==> config.mk <==
export PLATFORM = sky130hd
export DESIGN_NAME = its_tx_request
export DESIGN_NICKNAME = d
export VERILOG_FILES = /design/src/its_pkg.sv /design/src/its_fifo_if.sv /design/src/its_fifo_store.sv /design/src/its_tx_request.sv
export VERILOG_INCLUDE_DIRS = /design/src
export SDC_FILE = /design/constraint.sdc
export NUM_CORES = 1
export LEC_CHECK = 0
export ABC_AREA = 1
export CAP_MARGIN = 10
export CORE_ASPECT_RATIO = 0.9
export CORE_UTILIZATION = 39
export DETAILED_ROUTE_END_ITERATION = 12
export DONT_BUFFER_PORTS = 1
export PLACE_DENSITY = 0.56
export SETUP_SLACK_MARGIN = 0.02
export SYNTH_ARGS = -nofsm -noshare
export SYNTH_HDL_FRONTEND = slang
export SYNTH_SLANG_ARGS = --single-unit
==> constraint.sdc <==
create_clock -name mclk -period 3.2 [get_ports mclk]
set_input_delay 0.16 -clock mclk [delete_from_list [all_inputs] [get_ports mclk]]
set_output_delay 0.16 -clock mclk [all_outputs]
set_load 0.1 [all_outputs]
==> src/its_cfg.svh <==
// register map, field positions, reset values and timing counts of the tx request slice
`ifndef ITS_CFG_SVH
`define ITS_CFG_SVH

// ----------------------------------------------------------------
// register addresses
// ----------------------------------------------------------------
`define ITS_FCN0_ADDR      8'had
`define ITS_DOUT_ADDR      8'hae
`define ITS_STAT_ADDR      8'haf

// ----------------------------------------------------------------
// fifo_control_zero fields
// ----------------------------------------------------------------
`define ITS_IRQ_EN_BIT     7
`define ITS_FLUSH_BIT      6
`define ITS_TH_MSB         5
`define ITS_TH_LSB         4

// ----------------------------------------------------------------
// status register fields
// ----------------------------------------------------------------
`define ITS_STAT_REQ_BIT   7
`define ITS_STAT_FULL_BIT  6
`define ITS_STAT_EMPTY_BIT 5

// ----------------------------------------------------------------
// reset values
// ----------------------------------------------------------------
`define ITS_FCN0_RST       8'h00
`define ITS_TH_RST         2'h0
`define ITS_DATA_RST       8'h00

// ----------------------------------------------------------------
// timing
// ----------------------------------------------------------------
`define ITS_FLUSH_CYCLES   1

`endif

==> src/its_pkg.sv <==
// types shared by the tx request slice
package its_pkg;

    typedef logic [1:0] its_thresh_t;
    typedef logic [7:0] its_byte_t;

endpackage

==> src/its_fifo_if.sv <==
// carrier between the tx request control and its byte store
`timescale 1ns/10ps

interface its_fifo_if #(
    parameter int DEPTH = 4,
    parameter int CW    = $clog2(DEPTH + 1)
);
    logic              ce;
    logic              flush;
    logic              push;
    its_pkg::its_byte_t push_data;
    logic              pop;
    its_pkg::its_byte_t head_data;
    logic [CW-1:0]     count;
    logic              full;
    logic              empty;

    modport ctrl (
        output ce,
        output flush,
        output push,
        output push_data,
        output pop,
        input  head_data,
        input  count,
        input  full,
        input  empty
    );

    modport store (
        input  ce,
        input  flush,
        input  push,
        input  push_data,
        input  pop,
        output head_data,
        output count,
        output full,
        output empty
    );
endinterface // its_fifo_if

==> src/its_fifo_store.sv <==
// flip-flop byte store with counters for the tx queue
`timescale 1ns/10ps
`include "its_cfg.svh"

module its_fifo_store #(
    parameter int DEPTH = 4,
    parameter int CW    = $clog2(DEPTH + 1),
    parameter int PW    = (DEPTH > 1) ? $clog2(DEPTH) : 1
) (
    input wire logic   mclk,
    input wire logic   rstn,
    its_fifo_if.store  f
);
    its_pkg::its_byte_t mem_q [DEPTH];
    logic [PW-1:0]      wr_ptr_q;
    logic [PW-1:0]      rd_ptr_q;
    logic [CW-1:0]      count_q;

    // ----------------------------------------------------------------
    // decode
    // ----------------------------------------------------------------
    wire logic          push_ok;
    wire logic          pop_ok;
    wire logic [PW-1:0] wr_ptr_inc;
    wire logic [PW-1:0] rd_ptr_inc;
    wire logic [CW-1:0] count_d;

    // flush beats both sides in its cycle; a full push is dropped
    assign push_ok    = f.push && !f.full && !f.flush;
    assign pop_ok     = f.pop && !f.empty && !f.flush;
    assign wr_ptr_inc = (wr_ptr_q == PW'(DEPTH - 1)) ? '0 : PW'(wr_ptr_q + 1'b1);
    assign rd_ptr_inc = (rd_ptr_q == PW'(DEPTH - 1)) ? '0 : PW'(rd_ptr_q + 1'b1);
    assign count_d    = f.flush ? '0 :
                        (push_ok && !pop_ok) ? CW'(count_q + 1'b1) :
                        (!push_ok && pop_ok) ? CW'(count_q - 1'b1) : count_q;

    assign f.head_data = mem_q[rd_ptr_q];
    assign f.count     = count_q;
    assign f.full      = (count_q == CW'(DEPTH));
    assign f.empty     = (count_q == '0);

    // ----------------------------------------------------------------
    // storage
    // ----------------------------------------------------------------
    for (genvar g = 0; g < DEPTH; g++) begin : g_entry
        always_ff @(posedge mclk) begin
            if (!rstn) begin
                mem_q[g] <= `ITS_DATA_RST;
            end else if (f.ce && push_ok && wr_ptr_q == PW'(g)) begin
                mem_q[g] <= f.push_data;
            end
        end
    end

    // ----------------------------------------------------------------
    // counters
    // ----------------------------------------------------------------
    always_ff @(posedge mclk) begin
        if (!rstn) begin
            wr_ptr_q <= '0;
            rd_ptr_q <= '0;
            count_q  <= '0;
        end else if (f.ce) begin
            // (RULE_02) flush clears counters
            if (f.flush) begin
                wr_ptr_q <= '0;
                rd_ptr_q <= '0;
            end else begin
                if (push_ok) begin
                    wr_ptr_q <= wr_ptr_inc;
                end
                if (pop_ok) begin
                    rd_ptr_q <= rd_ptr_inc;
                end
            end
            count_q <= count_d;
        end
    end
endmodule // its_fifo_store

==> src/its_tx_request.sv <==
// tx queue request control: threshold flag, interrupt gate, self-clearing flush
// Function
// (RULE_01) enable bit gates request flag onto interrupt
// (RULE_02) flush write resets counters, drops bytes
// (RULE_03) flush bit self-clears after one cycle
// (RULE_04) flag high when fill <= threshold
// (RULE_05) threshold zero: flag only when empty
// (RULE_06) threshold one: flag at one or none
// (RULE_07) firmware loads bytes through data port
// (RULE_08) flag drops once fill exceeds threshold
//
// Decided for this implementation: strobed register access.
`timescale 1ns/10ps
`include "its_cfg.svh"

module its_tx_request #(
    parameter int DEPTH = 4,
    parameter int CW    = $clog2(DEPTH + 1)
) (
    input  wire logic        mclk,
    input  wire logic        rstn,
    input  wire logic        clk_en,
    input  wire logic [7:0]  reg_addr,
    input  wire logic [7:0]  reg_wdata,
    input  wire logic        reg_wr,
    input  wire logic        reg_rd,
    output logic      [7:0]  reg_rdata,
    input  wire logic        tx_take,
    output logic      [7:0]  tx_byte,
    output logic             tx_byte_valid,
    output logic             tx_request_flag,
    output logic             slave_irq
);
    its_fifo_if #(.DEPTH(DEPTH), .CW(CW)) fif ();

    its_fifo_store #(.DEPTH(DEPTH), .CW(CW)) u_store (
        .mclk (mclk),
        .rstn (rstn),
        .f    (fif.store)
    );

    logic                tx_request_irq_enable_q;
    logic                tx_queue_flush_q;
    its_pkg::its_thresh_t tx_level_threshold_q;
    logic                tx_request_flag_q;
    logic                slave_irq_q;
    logic [7:0]          reg_rdata_q;
    logic [7:0]          tx_byte_q;
    logic                tx_byte_valid_q;

    // ----------------------------------------------------------------
    // address decode
    // ----------------------------------------------------------------
    wire logic       hit_fcn0;
    wire logic       hit_dout;
    wire logic       hit_stat;
    wire logic       wr_fcn0;
    wire logic       flush_req;
    wire logic       level_ok;
    wire logic [7:0] fcn0_view;
    wire logic [7:0] stat_view;
    wire logic [7:0] rd_sel;

    assign hit_fcn0  = (reg_addr == `ITS_FCN0_ADDR);
    assign hit_dout  = (reg_addr == `ITS_DOUT_ADDR);
    assign hit_stat  = (reg_addr == `ITS_STAT_ADDR);
    assign wr_fcn0   = reg_wr && hit_fcn0;
    assign flush_req = wr_fcn0 && reg_wdata[`ITS_FLUSH_BIT];

    // (RULE_04) occupancy against threshold
    // (RULE_05) zero means empty only
    // (RULE_06) one means one or none
    assign level_ok  = (fif.count <= CW'(tx_level_threshold_q));

    // receive-side bits of this register live elsewhere and read as zero here
    assign fcn0_view = {tx_request_irq_enable_q, tx_queue_flush_q, tx_level_threshold_q, 4'h0};
    assign stat_view = {tx_request_flag_q, fif.full, fif.empty, 5'(fif.count)};
    assign rd_sel    = hit_fcn0 ? fcn0_view :
                       hit_stat ? stat_view : 8'h00;

    // ----------------------------------------------------------------
    // store hookup
    // ----------------------------------------------------------------
    assign fif.ce        = clk_en;
    // (RULE_02) flush drives counter reset
    assign fif.flush     = tx_queue_flush_q;
    // (RULE_07) data port writes queue a byte
    assign fif.push      = reg_wr && hit_dout;
    assign fif.push_data = reg_wdata;
    assign fif.pop       = tx_take;

    // ----------------------------------------------------------------
    // control register
    // ----------------------------------------------------------------
    always_ff @(posedge mclk) begin
        if (!rstn) begin
            tx_request_irq_enable_q <= 1'(`ITS_FCN0_RST >> `ITS_IRQ_EN_BIT);
            tx_level_threshold_q    <= `ITS_TH_RST;
        end else if (clk_en && wr_fcn0) begin
            tx_request_irq_enable_q <= reg_wdata[`ITS_IRQ_EN_BIT];
            tx_level_threshold_q    <= reg_wdata[`ITS_TH_MSB:`ITS_TH_LSB];
        end
    end

    // (RULE_03) flush bit self-clears
    always_ff @(posedge mclk) begin
        if (!rstn) begin
            tx_queue_flush_q <= 1'b0;
        end else if (clk_en) begin
            tx_queue_flush_q <= flush_req;
        end
    end

    // ----------------------------------------------------------------
    // request flag and interrupt
    // ----------------------------------------------------------------
    // flag follows the level each enabled cycle, so it never latches high
    always_ff @(posedge mclk) begin
        if (!rstn) begin
            tx_request_flag_q <= 1'b0;
            slave_irq_q       <= 1'b0;
        end else if (clk_en) begin
            // (RULE_08) level tracking flag
            tx_request_flag_q <= level_ok;
            // (RULE_01) enable gates interrupt
            slave_irq_q       <= tx_request_irq_enable_q && tx_request_flag_q;
        end
    end

    // ----------------------------------------------------------------
    // register read and byte drain
    // ----------------------------------------------------------------
    always_ff @(posedge mclk) begin
        if (!rstn) begin
            reg_rdata_q <= 8'h00;
        end else if (clk_en) begin
            reg_rdata_q <= reg_rd ? rd_sel : 8'h00;
        end
    end

    // a take on an empty queue or in a flush cycle returns nothing
    always_ff @(posedge mclk) begin
        if (!rstn) begin
            tx_byte_q       <= `ITS_DATA_RST;
            tx_byte_valid_q <= 1'b0;
        end else if (clk_en) begin
            tx_byte_valid_q <= tx_take && !fif.empty && !tx_queue_flush_q;
            if (tx_take && !fif.empty && !tx_queue_flush_q) begin
                tx_byte_q <= fif.head_data;
            end
        end
    end

    assign reg_rdata       = reg_rdata_q;
    assign tx_byte         = tx_byte_q;
    assign tx_byte_valid   = tx_byte_valid_q;
    assign tx_request_flag = tx_request_flag_q;
    assign slave_irq       = slave_irq_q;
endmodule // its_tx_request

==> summary.md, run 1 <==
| Metric | Value |
|---|---|
| Overflow left after global routing | `0` |
| Lkg Pwr | `1.25 nW` |
| Internal power | `1.41 mW` |
| Initial antenna violation count | `0` |
| Per-cell routed wire length | `14.7 µm` |
| Share of power burned in combinational logic | `5.4%` |
| Worst-Skew Late Latency | `330 ps` |
| Half-perimeter wire length after placement | `4250 µm` |
| Syn. warnings | `0` |
| Area fraction in compound gates after synthesis | `14.3%` |
| Main flop type after synthesis | `sky130_fd_sc_hd__edfxtp_1` |
| Width of the chip | `92.3 µm` |
| Sequential element share of the synthesized area | `53.9%` |
| Number of nets still failing antenna checks after routing | `0` |
| 1st-iter DRT viols | `166` |
| Routed vias | `2169` |
| Synthesized-area fraction occupied by and/or/nand/nor cells | `20.8%` |
| XOR/XNOR share of the synthesized area | `0.306%` |
| Number of buffers created by CTS | `9` |
| Average footprint of a synthesized cell | `8.72 µm²` |
| Worst Slack Setup Final | `1260 ps` |
| TritonCTS clock tree | `done` |
| Required time at the endpoint of the critical path | `3450 ps` |
| FFs w/ async S/R, synth | `0%` |
| Critical path peak fanout | `8` |
| Fin nets | `361` |
| Sinks on Clock Net | `61` |
| Total power per unit cell area | `570 nW/µm²` |
| DRC violations left | `0` |
| Register area | `1540 µm²` |
| N_diodes | `0` |
| Floorplan die height | `83.3 µm` |
| Skew final | `11.0 ps` |
| Highest attainable clock frequency | `515 MHz` |
| Switching pwr | `426 µW` |
| Full die area | `7680 µm²` |
| Number of enable flip-flop cells after synthesis | `32` |
| Min-delay worst type | `in -> reg` |
| Synthesized netlist cell count | `328` |
| Dpl cell area | `2940 µm²` |
| Final Routed Wirelength | `6310 µm` |
| Number of synthesized register bits | `61` |
| Critical path arrival | `2190 ps` |
| Buffers added on ports | `0` |
| Global-route wire length before repair | `10600 µm` |
| Setup TNS | `0 ps` |
| Layout area overhead | `12.4%` |
| Minimum hold slack | `23.2 ps` |
| Remaining max-slew budget at the tightest pin | `29.8%` |
| Hold-fix buffer count after cts | `3` |
| Post-synthesis share of cell area spent on full adders, half adders and majority gates | `3.32%` |
| Final GP Congestion | `0.885` |
| Most prevalent standard cell on the critical path | `sky130_fd_sc_hd__nand3_1` |
| Max Transition Viols Final | `0` |
| Per-cell via count in the routed design | `5.04` |
| Number of nets in the synthesized netlist | `357` |
| Top layer in use | `met4` |
| Netlist area before placement | `2860 µm²` |
| Floorplan Core Area | `7080 µm²` |
| Maximum clock path buffer count | `2` |
| Worst-case setup slack after placement | `1280 ps` |
| Crit-path cells | `inv_1 > nand3_1 > a21oi_1 > fa_1 > xnor2_1 > nand3_1 > nand2_1 > nand3_1 > a21oi_1` |
| Pin count of the biggest net entering global routing | `23` |
| Largest stage delay on the critical path | `500 ps` |
| Most common cell after layout, fill and taps aside | `sky130_fd_sc_hd__nor2_1` |
| Most frequent cells in the layout | `sky130_fd_sc_hd__nor2_1, sky130_fd_sc_hd__nand2_1, sky130_fd_sc_hd__inv_1, sky130_fd_sc_hd__edfxtp_1` |
| Length of the first detailed-routing pass in iterations | `4` |
| CTS H-tree lvls | `3` |
| Share of the clock period used by the worst path after layout | `60.7%` |
| Outcome | `finished clean` |
| Number of cells in the design after placement | `411` |
| Switching share of power | `23.3%` |
| Yosys cell types | `31` |
| Buffers inserted by post-CTS timing repair | `0` |
| Power consumption | `1.83 mW` |
| Utilization after layout | `45.4%` |
| Starting Density | `40.4%` |
| Final Hold Fails | `0` |
| Peak VDD IR | `0.000240 V` |
| Final cell area excluding filler cells | `3220 µm²` |
| Floorplan row count | `29` |
| Setup violators final | `0` |
| WL met1 | `3040 µm` |
| Filler instances | `675` |
| Met3 routed WL | `484 µm` |
| Critical Path Source Type | `flop` |
| Final worst path period need | `1940 ps` |
| Length of routed met2 wiring | `2700 µm` |
| Worst setup path class | `reg -> reg` |
| Transition time at the pin with the least slew margin | `1050 ps` |
| CTS resizes | `0` |
| Clock Power Share | `46.4%` |
| Clock root buffer | `sky130_fd_sc_hd__clkbuf_8` |
| Multiplexer area fraction after synthesis | `0%` |
| Slowest stage cell, crit path | `sky130_fd_sc_hd__dfxtp_1` |
| Number of global-route vias before repair | `2084` |
| Fraction of power consumed by sequential logic | `48.2%` |
| Maxcap violations | `0` |
| Unrepaired setup endpoints after global routing | `false` |
| Fin cells | `430` |
| Combinational family with the most area after synthesis | `simple AND/OR/NAND/NOR gates` |
| Number of top-level pins | `41` |
| Total area of multi-input combinational cells | `1110 µm²` |
| CP Capture Type | `flop` |
| Total routing usage reported by global routing | `18.2%` |
| Share of post-route cells with drive strength above 1 | `9.50%` |
| Clock-pin slew on the worst setup and hold paths | `70 ps` |
-- sequential cells by signal, summed over array words and instances, names as in the netlist --
signal / cells
u_store.mem_q: 32
tx_byte: 8
reg_rdata: 7
u_store.f.count: 3
tx_level_threshold_q: 2
u_store.rd_ptr_q: 2
u_store.wr_ptr_q: 2
fif.flush: 1
slave_irq: 1
tx_byte_valid: 1
tx_request_flag: 1
tx_request_irq_enable_q: 1
-- Yosys cell counts (2+ instances only) --
cell type | instances | area share (%)
sky130_fd_sc_hd__buf_4 | 2 | 0.52
sky130_fd_sc_hd__nand2_1 | 42 | 5.5
sky130_fd_sc_hd__o21a_1 | 10 | 2.6
sky130_fd_sc_hd__nor2_1 | 69 | 9.1
sky130_fd_sc_hd__inv_1 | 36 | 4.7
sky130_fd_sc_hd__o32ai_1 | 8 | 2.4
sky130_fd_sc_hd__clkbuf_1 | 6 | 0.79
sky130_fd_sc_hd__a31oi_1 | 2 | 0.44
sky130_fd_sc_hd__buf_2 | 4 | 0.70
sky130_fd_sc_hd__inv_2 | 2 | 0.26
sky130_fd_sc_hd__o21ai_0 | 15 | 2.6
sky130_fd_sc_hd__nor3_1 | 3 | 0.52
sky130_fd_sc_hd__ha_1 | 6 | 2.6
sky130_fd_sc_hd__edfxtp_1 | 32 | 34
sky130_fd_sc_hd__nand3_2 | 5 | 1.7
sky130_fd_sc_hd__nor2_2 | 2 | 0.44
sky130_fd_sc_hd__dfxtp_1 | 29 | 20
sky130_fd_sc_hd__a21oi_1 | 29 | 5.1
sky130_fd_sc_hd__nand3_1 | 13 | 2.3
sky130_fd_sc_hd__nand4_1 | 2 | 0.44
-- final cells by class --
class                   count  share of cell area, %
clock inverters             6                   3.39
inverters                  39                   4.55
clock buffers              10                   4.28
flip-flops and latches     61                   47.9
multi-input cells         215                   34.6
repair buffers              6                   1.63
well taps                  93                   3.62
-- worst max-delay path, delay by kind of cell (launching register included) --
| kind | cells | cell delay (ps) |
|---|---|---|
| DFF | 1 | 500 |
| and+or+nand+nor | 4 | 400 |
| adders and majority gates | 1 | 380 |
| AOI/OAI and AO/OA | 2 | 210 |
| xor gates and xnor gates | 1 | 190 |
| buffers and inverters | 1 | 170 |
-- cell families (layout without fill, tap and decap cells) --
family / Yosys count / count (layout)
flip-flops: 61 / 61
buffers and inverters: 52 / 61
XOR/XNOR: 1 / 1
adder cells (fa/ha/maj): 7 / 7
AO/OA/AOI/OAI: 68 / 68
AND/OR/NAND/NOR: 138 / 138
other: 1 / 1
-- power groups by stage --
stage / sequential, mW / clock [mW] / combinational [mW]
after floorplan: 0.904 / 0 / 0.0715
after global placement: 0.901 / 0 / 0.0932
after detailed placement: 0.901 / 0 / 0.0940
after CTS: 0.884 / 0.865 / 0.0987
after global routing: 0.887 / 0.900 / 0.110
final: 0.884 / 0.850 / 0.0984
-- final timing paths --
check	start	endpoint	slack [ps]	cells past startpoint
worst max-delay path	fif.flush$_SDFFE_PN0P_	u_store.f.count[2]$_SDFFE_PN0P_	1260	9
worst min-delay path	clk_en	slave_irq$_SDFFE_PN0P_	20	2
worst max register to register	fif.flush$_SDFFE_PN0P_	u_store.f.count[2]$_SDFFE_PN0P_	1260	9
worst min register to register	u_store.wr_ptr_q[0]$_SDFFE_PN0P_	u_store.wr_ptr_q[0]$_SDFFE_PN0P_	510	1
-- per-layer routing --
metal  up-vias  GRT usage [%]
li1       1102              -
met2        74           25.5
met4         0           7.53
met3         6           5.13
met1       987           26.2
met5         -              0
No activity file was read; power rests on OpenSTA's default activity.
==> run 2: changes to the inputs <==
ABC_AREA = 0   (was 1)
clock period = 2 ns   (was 3.2 ns; I/O delays follow)
==> run 2 against run 1 <==
Effect of this change:
- design area grew 10%
- wire length is 2.6% higher
- first-iteration DRC count decreased by 40%
- total power is 77% higher
- clock skew shrank 1.9 ps
- clock power up 28%
- non-clock buffer count grew 36
- critical path depth shrank 1
- synthesized area increased by 1.9%
- clock-buffer cell count increased by 1
- highest routed layer unchanged
==> summary.md, run 2 <==
| Metric | Value |
|---|---|
| Outcome | `finished clean` |
| Largest register FFs | `32 (unchanged)` |
| Routed vias | `2030 (-6.4%)` |
| Reg with most FFs | `u_store.mem_q` |
| Filler instances | `651 (-3.6%)` |
| Power consumption | `3.25 mW (+77%)` |
| Skew final | `9.09 ps (-1.93 ps)` |
| Met3 routed WL | `277 µm (-43%)` |
| Remaining max-slew budget at the tightest pin | `65.1% (+35 points)` |
| CP Capture Type | `flop` |
| N_diodes | `0 (unchanged)` |
| Length of routed met2 wiring | `2980 µm (+11%)` |
| Worst-Skew Late Latency | `350 ps (+20 ps)` |
| Highest attainable clock frequency | `539 MHz (+4.5%)` |
| Top layer in use | `met4` |
| Minimum hold slack | `26.0 ps (+2.77 ps)` |
| Maxcap violations | `0 (unchanged)` |
| Number of global-route vias before repair | `2059 (-1.2%)` |
| Post-synthesis share of cell area spent on full adders, half adders and majority gates | `3.26% (-0.063 points)` |
| Combinational family with the most area after synthesis | `simple AND/OR/NAND/NOR gates` |
| Floorplan row count | `29 (unchanged)` |
| Transition time at the pin with the least slew margin | `521 ps (-530 ps)` |
| Area fraction in compound gates after synthesis | `9.82% (-4.5 points)` |
| Critical path peak fanout | `6 (-2)` |
| DRC violations left | `0 (unchanged)` |
| Utilization after layout | `49.6% (+4.1 points)` |
| Required time at the endpoint of the critical path | `2270 ps (-1180 ps)` |
| Buffers inserted by post-CTS timing repair | `0 (unchanged)` |
| Synthesized netlist cell count | `268 (-18%)` |
| Peak VDD IR | `0.000414 V (+73%)` |
| Clock-pin slew on the worst setup and hold paths | `70 ps (about the same)` |
| Half-perimeter wire length after placement | `4410 µm (+3.6%)` |
| Max Transition Viols Final | `0 (unchanged)` |
| Floorplan Core Area | `7150 µm² (+1.0%)` |
| Number of top-level pins | `41 (unchanged)` |
| Sinks on Clock Net | `61 (unchanged)` |
| Initial antenna violation count | `0 (unchanged)` |
| Layout area overhead | `21.5%` |
| Number of cells in the design after placement | `382 (-7.1%)` |
| Starting Density | `40.8% (+0.36 points)` |
| Per-cell routed wire length | `15.8 µm (+7.8%)` |
| Lkg Pwr | `1.32 nW (+5.7%)` |
| Critical path arrival | `2130 ps (-60 ps)` |
| Worst setup path class | `reg -> reg` |
| Multiplexer area fraction after synthesis | `7.89% (+7.9 points)` |
| Most common cell after layout, fill and taps aside | `sky130_fd_sc_hd__and2_1` |
| Biggest area consumer among synthesized cells | `sky130_fd_sc_hd__edfxtp_1` |
| Synth top area cells | `sky130_fd_sc_hd__edfxtp_1, sky130_fd_sc_hd__dfxtp_1, sky130_fd_sc_hd__and2_1` |
| Number of synthesized register bits | `61 (unchanged)` |
| Cell with the most instances after synthesis | `sky130_fd_sc_hd__and2_1` |
| Total power per unit cell area | `917 nW/µm² (+61%)` |
| Min-delay worst type | `in -> reg` |
| Share of post-route cells with drive strength above 1 | `22.2% (+13 points)` |
| Average footprint of a synthesized cell | `10.9 µm² (+25%)` |
| Netlist area before placement | `2920 µm² (+1.9%)` |
| CTS H-tree lvls | `3 (unchanged)` |
| Width of the chip | `93.2 µm (+0.94%)` |
| Most common library cells after synthesis | `sky130_fd_sc_hd__and2_1, sky130_fd_sc_hd__edfxtp_1, sky130_fd_sc_hd__dfxtp_1` |
| Global-route wire length before repair | `10600 µm (-0.46%)` |
| FFs w/ async S/R, synth | `0% (unchanged)` |
| Sequential element share of the synthesized area | `52.9% (-1.0 points)` |
| Setup violators final | `0 (unchanged)` |
| Maximum clock path buffer count | `2 (unchanged)` |
| Clock root buffer | `sky130_fd_sc_hd__clkbuf_8` |
| Final Routed Wirelength | `6470 µm (+2.6%)` |
| Area share of the largest cell type after synthesis | `32.9% (-0.63 points)` |
| 1st-iter DRT viols | `100 (-40%)` |
| Floorplan die height | `84.0 µm (+0.94%)` |
| Final GP Congestion | `0.863 (-2.5%)` |
| Number of nets in the synthesized netlist | `297 (-17%)` |
| Full die area | `7830 µm² (+1.9%)` |
| Length of the first detailed-routing pass in iterations | `4 (unchanged)` |
| Pin count of the biggest net entering global routing | `24 (+4.3%)` |
| Main flop type after synthesis | `sky130_fd_sc_hd__edfxtp_1` |
| Synthesized-area fraction occupied by and/or/nand/nor cells | `22.6% (+1.8 points)` |
| Fin cells | `409 (-4.9%)` |
| Share of the clock period used by the worst path after layout | `92.8% (+32 points)` |
| Yosys cell types | `42 (+35%)` |
| WL met1 | `3140 µm (+3.3%)` |
| Overflow left after global routing | `0 (unchanged)` |
| Critical Path Source Type | `flop` |
| Final Hold Fails | `0 (unchanged)` |
| Most frequent cells in the layout | `sky130_fd_sc_hd__and2_1, sky130_fd_sc_hd__edfxtp_1, sky130_fd_sc_hd__buf_4, sky130_fd_sc_hd__dfxtp_1, sky130_fd_sc_hd__a21oi_1` |
| Per-cell via count in the routed design | `4.96 (-1.6%)` |
| Final worst path period need | `1860 ps (-84.3 ps)` |
| TritonCTS clock tree | `done` |
| Setup TNS | `0 ps (unchanged)` |
| Number of buffers created by CTS | `9 (unchanged)` |
| Unrepaired setup endpoints after global routing | `false` |
| Syn. warnings | `0 (unchanged)` |
| Total routing usage reported by global routing | `18.4% (+0.16 points)` |
| Buffers added on ports | `0 (unchanged)` |
| XOR/XNOR share of the synthesized area | `0% (-0.31 points)` |
| Number of enable flip-flop cells after synthesis | `32 (unchanged)` |
| Fin nets | `340 (-5.8%)` |
| Number of nets still failing antenna checks after routing | `0 (unchanged)` |
run 2: changes by cell type in the layout (fill, tap and decap cells not counted), moves of 8 or more:
cell	delta
sky130_fd_sc_hd__mux4_2	+8
sky130_fd_sc_hd__buf_4	+28
sky130_fd_sc_hd__dlygate4sd3_1	+8
sky130_fd_sc_hd__nor2_1	-51
sky130_fd_sc_hd__nand2_1	-19
sky130_fd_sc_hd__nand3_1	-10
sky130_fd_sc_hd__o21ai_0	-9
sky130_fd_sc_hd__and2_1	+36
sky130_fd_sc_hd__o21a_1	-8
sky130_fd_sc_hd__inv_1	-23
run 2: cell type report:
class                   instances  area (µm²)  area share (%)
clock buffers                  11         163            4.59
clock inverters                 5        37.5            1.06
inverters                      13        48.8            1.38
multi-input cells             184        1290            36.3
flip-flops and latches         61        1550            43.7
well taps                      93         116            3.29
repair buffers                 42         343            9.68
run 2: repair_timing:
| item | 4_1_cts | 5_1_grt |
|---|---|---|
| gates resized for setup | 1 | 6 |
| cloned | 0 | 0 |
| hold buffers | 11 | 0 |
| endpoints found under the setup margin | 2 | 2 |
| hold endpoints to repair | 50 | 0 |
run 2: critical path: stages, from the launching register on:
cell,delay [ps]
sky130_fd_sc_hd__dfxtp_4,370
sky130_fd_sc_hd__nor3b_4,160
sky130_fd_sc_hd__nor3_2,220
sky130_fd_sc_hd__nand3_2,140
sky130_fd_sc_hd__nor2_2,120
sky130_fd_sc_hd__fa_1,410
sky130_fd_sc_hd__o22ai_1,120
sky130_fd_sc_hd__o21ai_0,100
sky130_fd_sc_hd__a21oi_1,140
run 2: worst paths after layout:
check / from / endpoint / slack (ps) / cells after the start
max: u_store.f.count[2]$_SDFFE_PN0P_ / u_store.f.count[1]$_SDFFE_PN0P_ / 140 / 8
min: clk_en / u_store.wr_ptr_q[0]$_SDFFE_PN0P_ / 30 / 3
max reg2reg: u_store.f.count[2]$_SDFFE_PN0P_ / u_store.f.count[1]$_SDFFE_PN0P_ / 140 / 8
min reg2reg: tx_byte[4]$_SDFFE_PN0P_ / tx_byte[4]$_SDFFE_PN0P_ / 460 / 2
run 2: power breakdown:
part | leakage, nW | switching (mW) | internal [mW] | total [mW]
combinational | 0.651 | 0.431 | 0.275 | 0.706
clock | 0.102 | 0.524 | 0.566 | 1.09
sequential | 0.567 | 0.0628 | 1.39 | 1.45
run 2: routing by layer:
layer | track usage, % | vias up
met5 | 0 | -
li1 | - | 1044
met1 | 25.4 | 930
met4 | 5.03 | 0
met2 | 27.8 | 48
met3 | 5.65 | 8
run 2: per-stage QoR:
stage	instance area [µm²]	setup slack, ps
2_1_floorplan	2920	-22.6
3_3_place_gp	3210	144
3_5_place_dp	3210	56.1
4_1_cts	3530	23.3
5_1_grt	3540	13.1
6_report	3540	143
run 2: kinds of logic after synthesis:
family / Yosys count
and+or+nand+nor: 114
muxes: 13
other: 1
AOI/OAI and AO/OA: 49
buffers and inverters: 23
DFF: 61
adders and majority gates: 7
==> run 3: changes to the inputs <==
CELL_PAD_IN_SITES_DETAIL_PLACEMENT = 1   (was unset)
CELL_PAD_IN_SITES_GLOBAL_PLACEMENT = 1   (was unset)
PLACE_DENSITY = 0.67   (was 0.56)
==> run 3 against run 2 <==
Effect of this change:
- worst setup slack worse by 28 ps
- clock power down 14%
- combinational power up 8.8%
- design area about the same
- sequential cell count unchanged
- cell count up 1.2%
- wire length up 16%
- register-to-register slack worse by 30 ps
- via count up 7.5%
- core utilization about the same
- critical path depth unchanged
- critical path type unchanged
- critical endpoint unchanged
- largest cell class unchanged
- highest routed layer unchanged
==> summary.md, run 3 (synthesis results as in run 2) <==
| Metric | Value |
|---|---|
| Outcome | `finished clean` |
| Required time at the endpoint of the critical path | `2260 ps (about the same)` |
| Buffering stage count on the worst path with inverters included | `0 (unchanged)` |
| Register-to-register path setup slack | `120 ps (-30 ps)` |
| Total routing usage reported by global routing | `21.1% (+2.7 points)` |
| Lkg Pwr | `1.32 nW (+0.11%)` |
| DRC violations left | `0 (unchanged)` |
| Number of nets still failing antenna checks after routing | `0 (unchanged)` |
| Floorplan Core Area | `7150 µm² (unchanged)` |
| Share of post-route cells with drive strength above 1 | `23.1% (+0.90 points)` |
| Buffers added on ports | `0 (unchanged)` |
| Floorplan die height | `84.0 µm (unchanged)` |
| Beginning of the worst hold path | `clk_en` |
| Number of cells in the design after placement | `385 (+0.79%)` |
| Switching pwr | `1.02 mW (-0.18%)` |
| CP Capture Type | `flop` |
| Skew final | `10.5 ps (+1.41 ps)` |
| Final GP Congestion | `0.832 (-3.6%)` |
| 1st-iter DRT viols | `95 (-5.0%)` |
| Crit-path cells | `nor3b_4 > nor3_2 > nand3_2 > nor2_2 > fa_1 > o22ai_1 > o21ai_1 > a21oi_1` |
| Floorplan row count | `29 (unchanged)` |
| Share of power burned in combinational logic | `24.4% (+2.7 points)` |
| Full die area | `7830 µm² (unchanged)` |
| Width of the chip | `93.2 µm (unchanged)` |
| Max Transition Viols Final | `0 (unchanged)` |
| Layout area overhead | `21.5% (about the same)` |
| Setup TNS | `0 ps (unchanged)` |
| Number of logic stages on the critical path including buffering | `8 (unchanged)` |
| Utilization after layout | `49.6% (about the same)` |
| Overflow left after global routing | `0 (unchanged)` |
| Reg-to-reg endpoint | `u_store.f.count[1]$_SDFFE_PN0P_` |
| Largest register FFs | `32 (unchanged)` |
| Critical Path Source Type | `flop` |
| Fraction of power consumed by sequential logic | `45.8% (+1.1 points)` |
| TritonCTS clock tree | `done` |
| Global-route wire length before repair | `12300 µm (+16%)` |
| Min-delay worst type | `in -> reg` |
| Highest attainable clock frequency | `531 MHz (-1.5%)` |
| Cell family with most CP delay | `simple AND/OR/NAND/NOR gates` |
| Maxcap violations | `0 (unchanged)` |
| Clock Power Share | `29.8% (-3.8 points)` |
| Final worst path period need | `1880 ps (+28.2 ps)` |
| Starting Density | `40.8% (unchanged)` |
| Clock-pin slew on the worst setup and hold paths | `70 ps (about the same)` |
| Sinks on Clock Net | `61 (unchanged)` |
| Total power per unit cell area | `889 nW/µm² (-3.1%)` |
| Half-perimeter wire length after placement | `5160 µm (+17%)` |
| Startpoint of the most critical register-to-register path | `u_store.f.count[2]$_SDFFE_PN0P_` |
| Number of buffers created by CTS | `9 (unchanged)` |
| Number of global-route vias before repair | `2311 (+12%)` |
| Slowest stage cell, crit path | `sky130_fd_sc_hd__fa_1` |
| Fin nets | `345 (+1.5%)` |
| Largest stage delay on the critical path | `420 ps (about the same)` |
| Minimum hold slack | `9.40 ps (-16.6 ps)` |
| Share of the clock period used by the worst path after layout | `94.2% (+1.4 points)` |
| Initial antenna violation count | `0 (unchanged)` |
| Unrepaired setup endpoints after global routing | `true` |
| Switching share of power | `32.2% (+0.93 points)` |
| Setup violators final | `0 (unchanged)` |
| N_diodes | `0 (unchanged)` |
| Fin cells | `414 (+1.2%)` |
| Worst Reg2Reg Path Length in Cells | `8 (unchanged)` |
| Routed vias | `2182 (+7.5%)` |
| Length of the first detailed-routing pass in iterations | `4 (unchanged)` |
| Clock root buffer | `sky130_fd_sc_hd__clkbuf_8` |
| Final Hold Fails | `0 (unchanged)` |
| Critical path peak fanout | `4 (-2)` |
| Pin count of the biggest net entering global routing | `24 (unchanged)` |
| CP Launch Point | `u_store.f.count[2]$_SDFFE_PN0P_` |
| Peak VDD IR | `0.000360 V (-13%)` |
| Per-cell via count in the routed design | `5.27 (+6.2%)` |
| Power consumption | `3.15 mW (-3.1%)` |
| Worst-Skew Late Latency | `340 ps (about the same)` |
| Final Routed Wirelength | `7500 µm (+16%)` |
| Critical path arrival | `2150 ps (+20 ps)` |
| CTS H-tree lvls | `3 (unchanged)` |
| Per-cell routed wire length | `18.1 µm (+15%)` |
| Most frequent cells in the layout | `sky130_fd_sc_hd__and2_1, sky130_fd_sc_hd__buf_4, sky130_fd_sc_hd__edfxtp_1, sky130_fd_sc_hd__dfxtp_1, sky130_fd_sc_hd__a21oi_1` |
| Internal power | `2.13 mW (-4.4%)` |
| Number of top-level pins | `41 (unchanged)` |
| Critical Path End | `u_store.f.count[1]$_SDFFE_PN0P_` |
| Reg with most FFs | `u_store.mem_q` |
| Maximum clock path buffer count | `2 (unchanged)` |
| Worst setup path class | `reg -> reg` |
## run 3: cell count changes in the layout (fill, tap and decap cells not counted), moves of 2 or more
cell                       change
sky130_fd_sc_hd__buf_4         +5
sky130_fd_sc_hd__clkinv_2      +3
sky130_fd_sc_hd__clkbuf_1      +2
sky130_fd_sc_hd__o21ai_1       +2
sky130_fd_sc_hd__o21ai_0       -2
sky130_fd_sc_hd__inv_4         -2
## run 3: worst min path at each step
stage                                            to  slack (ps)  cells after the start
CTS                       reg_rdata[0]$_SDFFE_PN0P_           3                      3
global placement       tx_request_flag$_SDFFE_PN0P_         230                      1
detailed placement     tx_request_flag$_SDFFE_PN0P_         230                      1
floorplan                    fif.flush$_SDFFE_PN0P_         240                      2
finish                    reg_rdata[0]$_SDFFE_PN0P_           9                      3
global route        u_store.f.count[1]$_SDFFE_PN0P_          30                      3
## run 3: power groups by stage
| stage | Combinational, mW | Clock, mW | Sequential [mW] |
|---|---|---|---|
| final | 0.768 | 0.938 | 1.44 |
| after detailed placement | 0.705 | 0 | 1.47 |
| after global routing | 0.825 | 1.01 | 1.45 |
| after CTS | 0.744 | 0.959 | 1.44 |
| after floorplan | 0.393 | 0 | 1.60 |
| after global placement | 0.696 | 0 | 1.46 |
## run 3: layer usage
metal / wire length, µm / global-route usage [%]
met1: 3430 / 28.0
met2: 3710 / 34.5
met3: 304 / 5.65
met4: 54 / 4.62
met5: 0 / 0
## run 3: metrics by stage
step | instance area, µm² | setup slack, ps
after detailed placement | 3240 | 56.8
after floorplan | 2920 | -22.6
final | 3540 | 115
after global placement | 3240 | 182
after global routing | 3540 | 22.9
after CTS | 3510 | 33.7
## run 3: repair_timing
action                                  in CTS  in global routing
hold buffers                                11                  0
pin swaps                                    0                  3
buffers inserted                             0                  2
hold endpoints to repair                    48                  0
cloned                                       0                  0
endpoints found under the setup margin       1                  2
gates resized for setup                      1                  8
## run 3: layout make-up
class | count | area [µm²]
inverters | 13 | 48.8
fillers | 818 | 3600
multi-input cells | 184 | 1290
clock buffers | 11 | 131
well taps | 93 | 116
clock inverters | 5 | 30.0
flip-flops and latches | 61 | 1550
repair buffers | 47 | 380
## run 3: worst reg2reg max path, delay by kind of cell, from the launching register on
| kind | cells | cell delay (ps) |
|---|---|---|
| AOI/OAI and AO/OA | 3 | 390 |
| DFF | 1 | 340 |
| adders and majority gates | 1 | 420 |
| and+or+nand+nor | 4 | 670 |
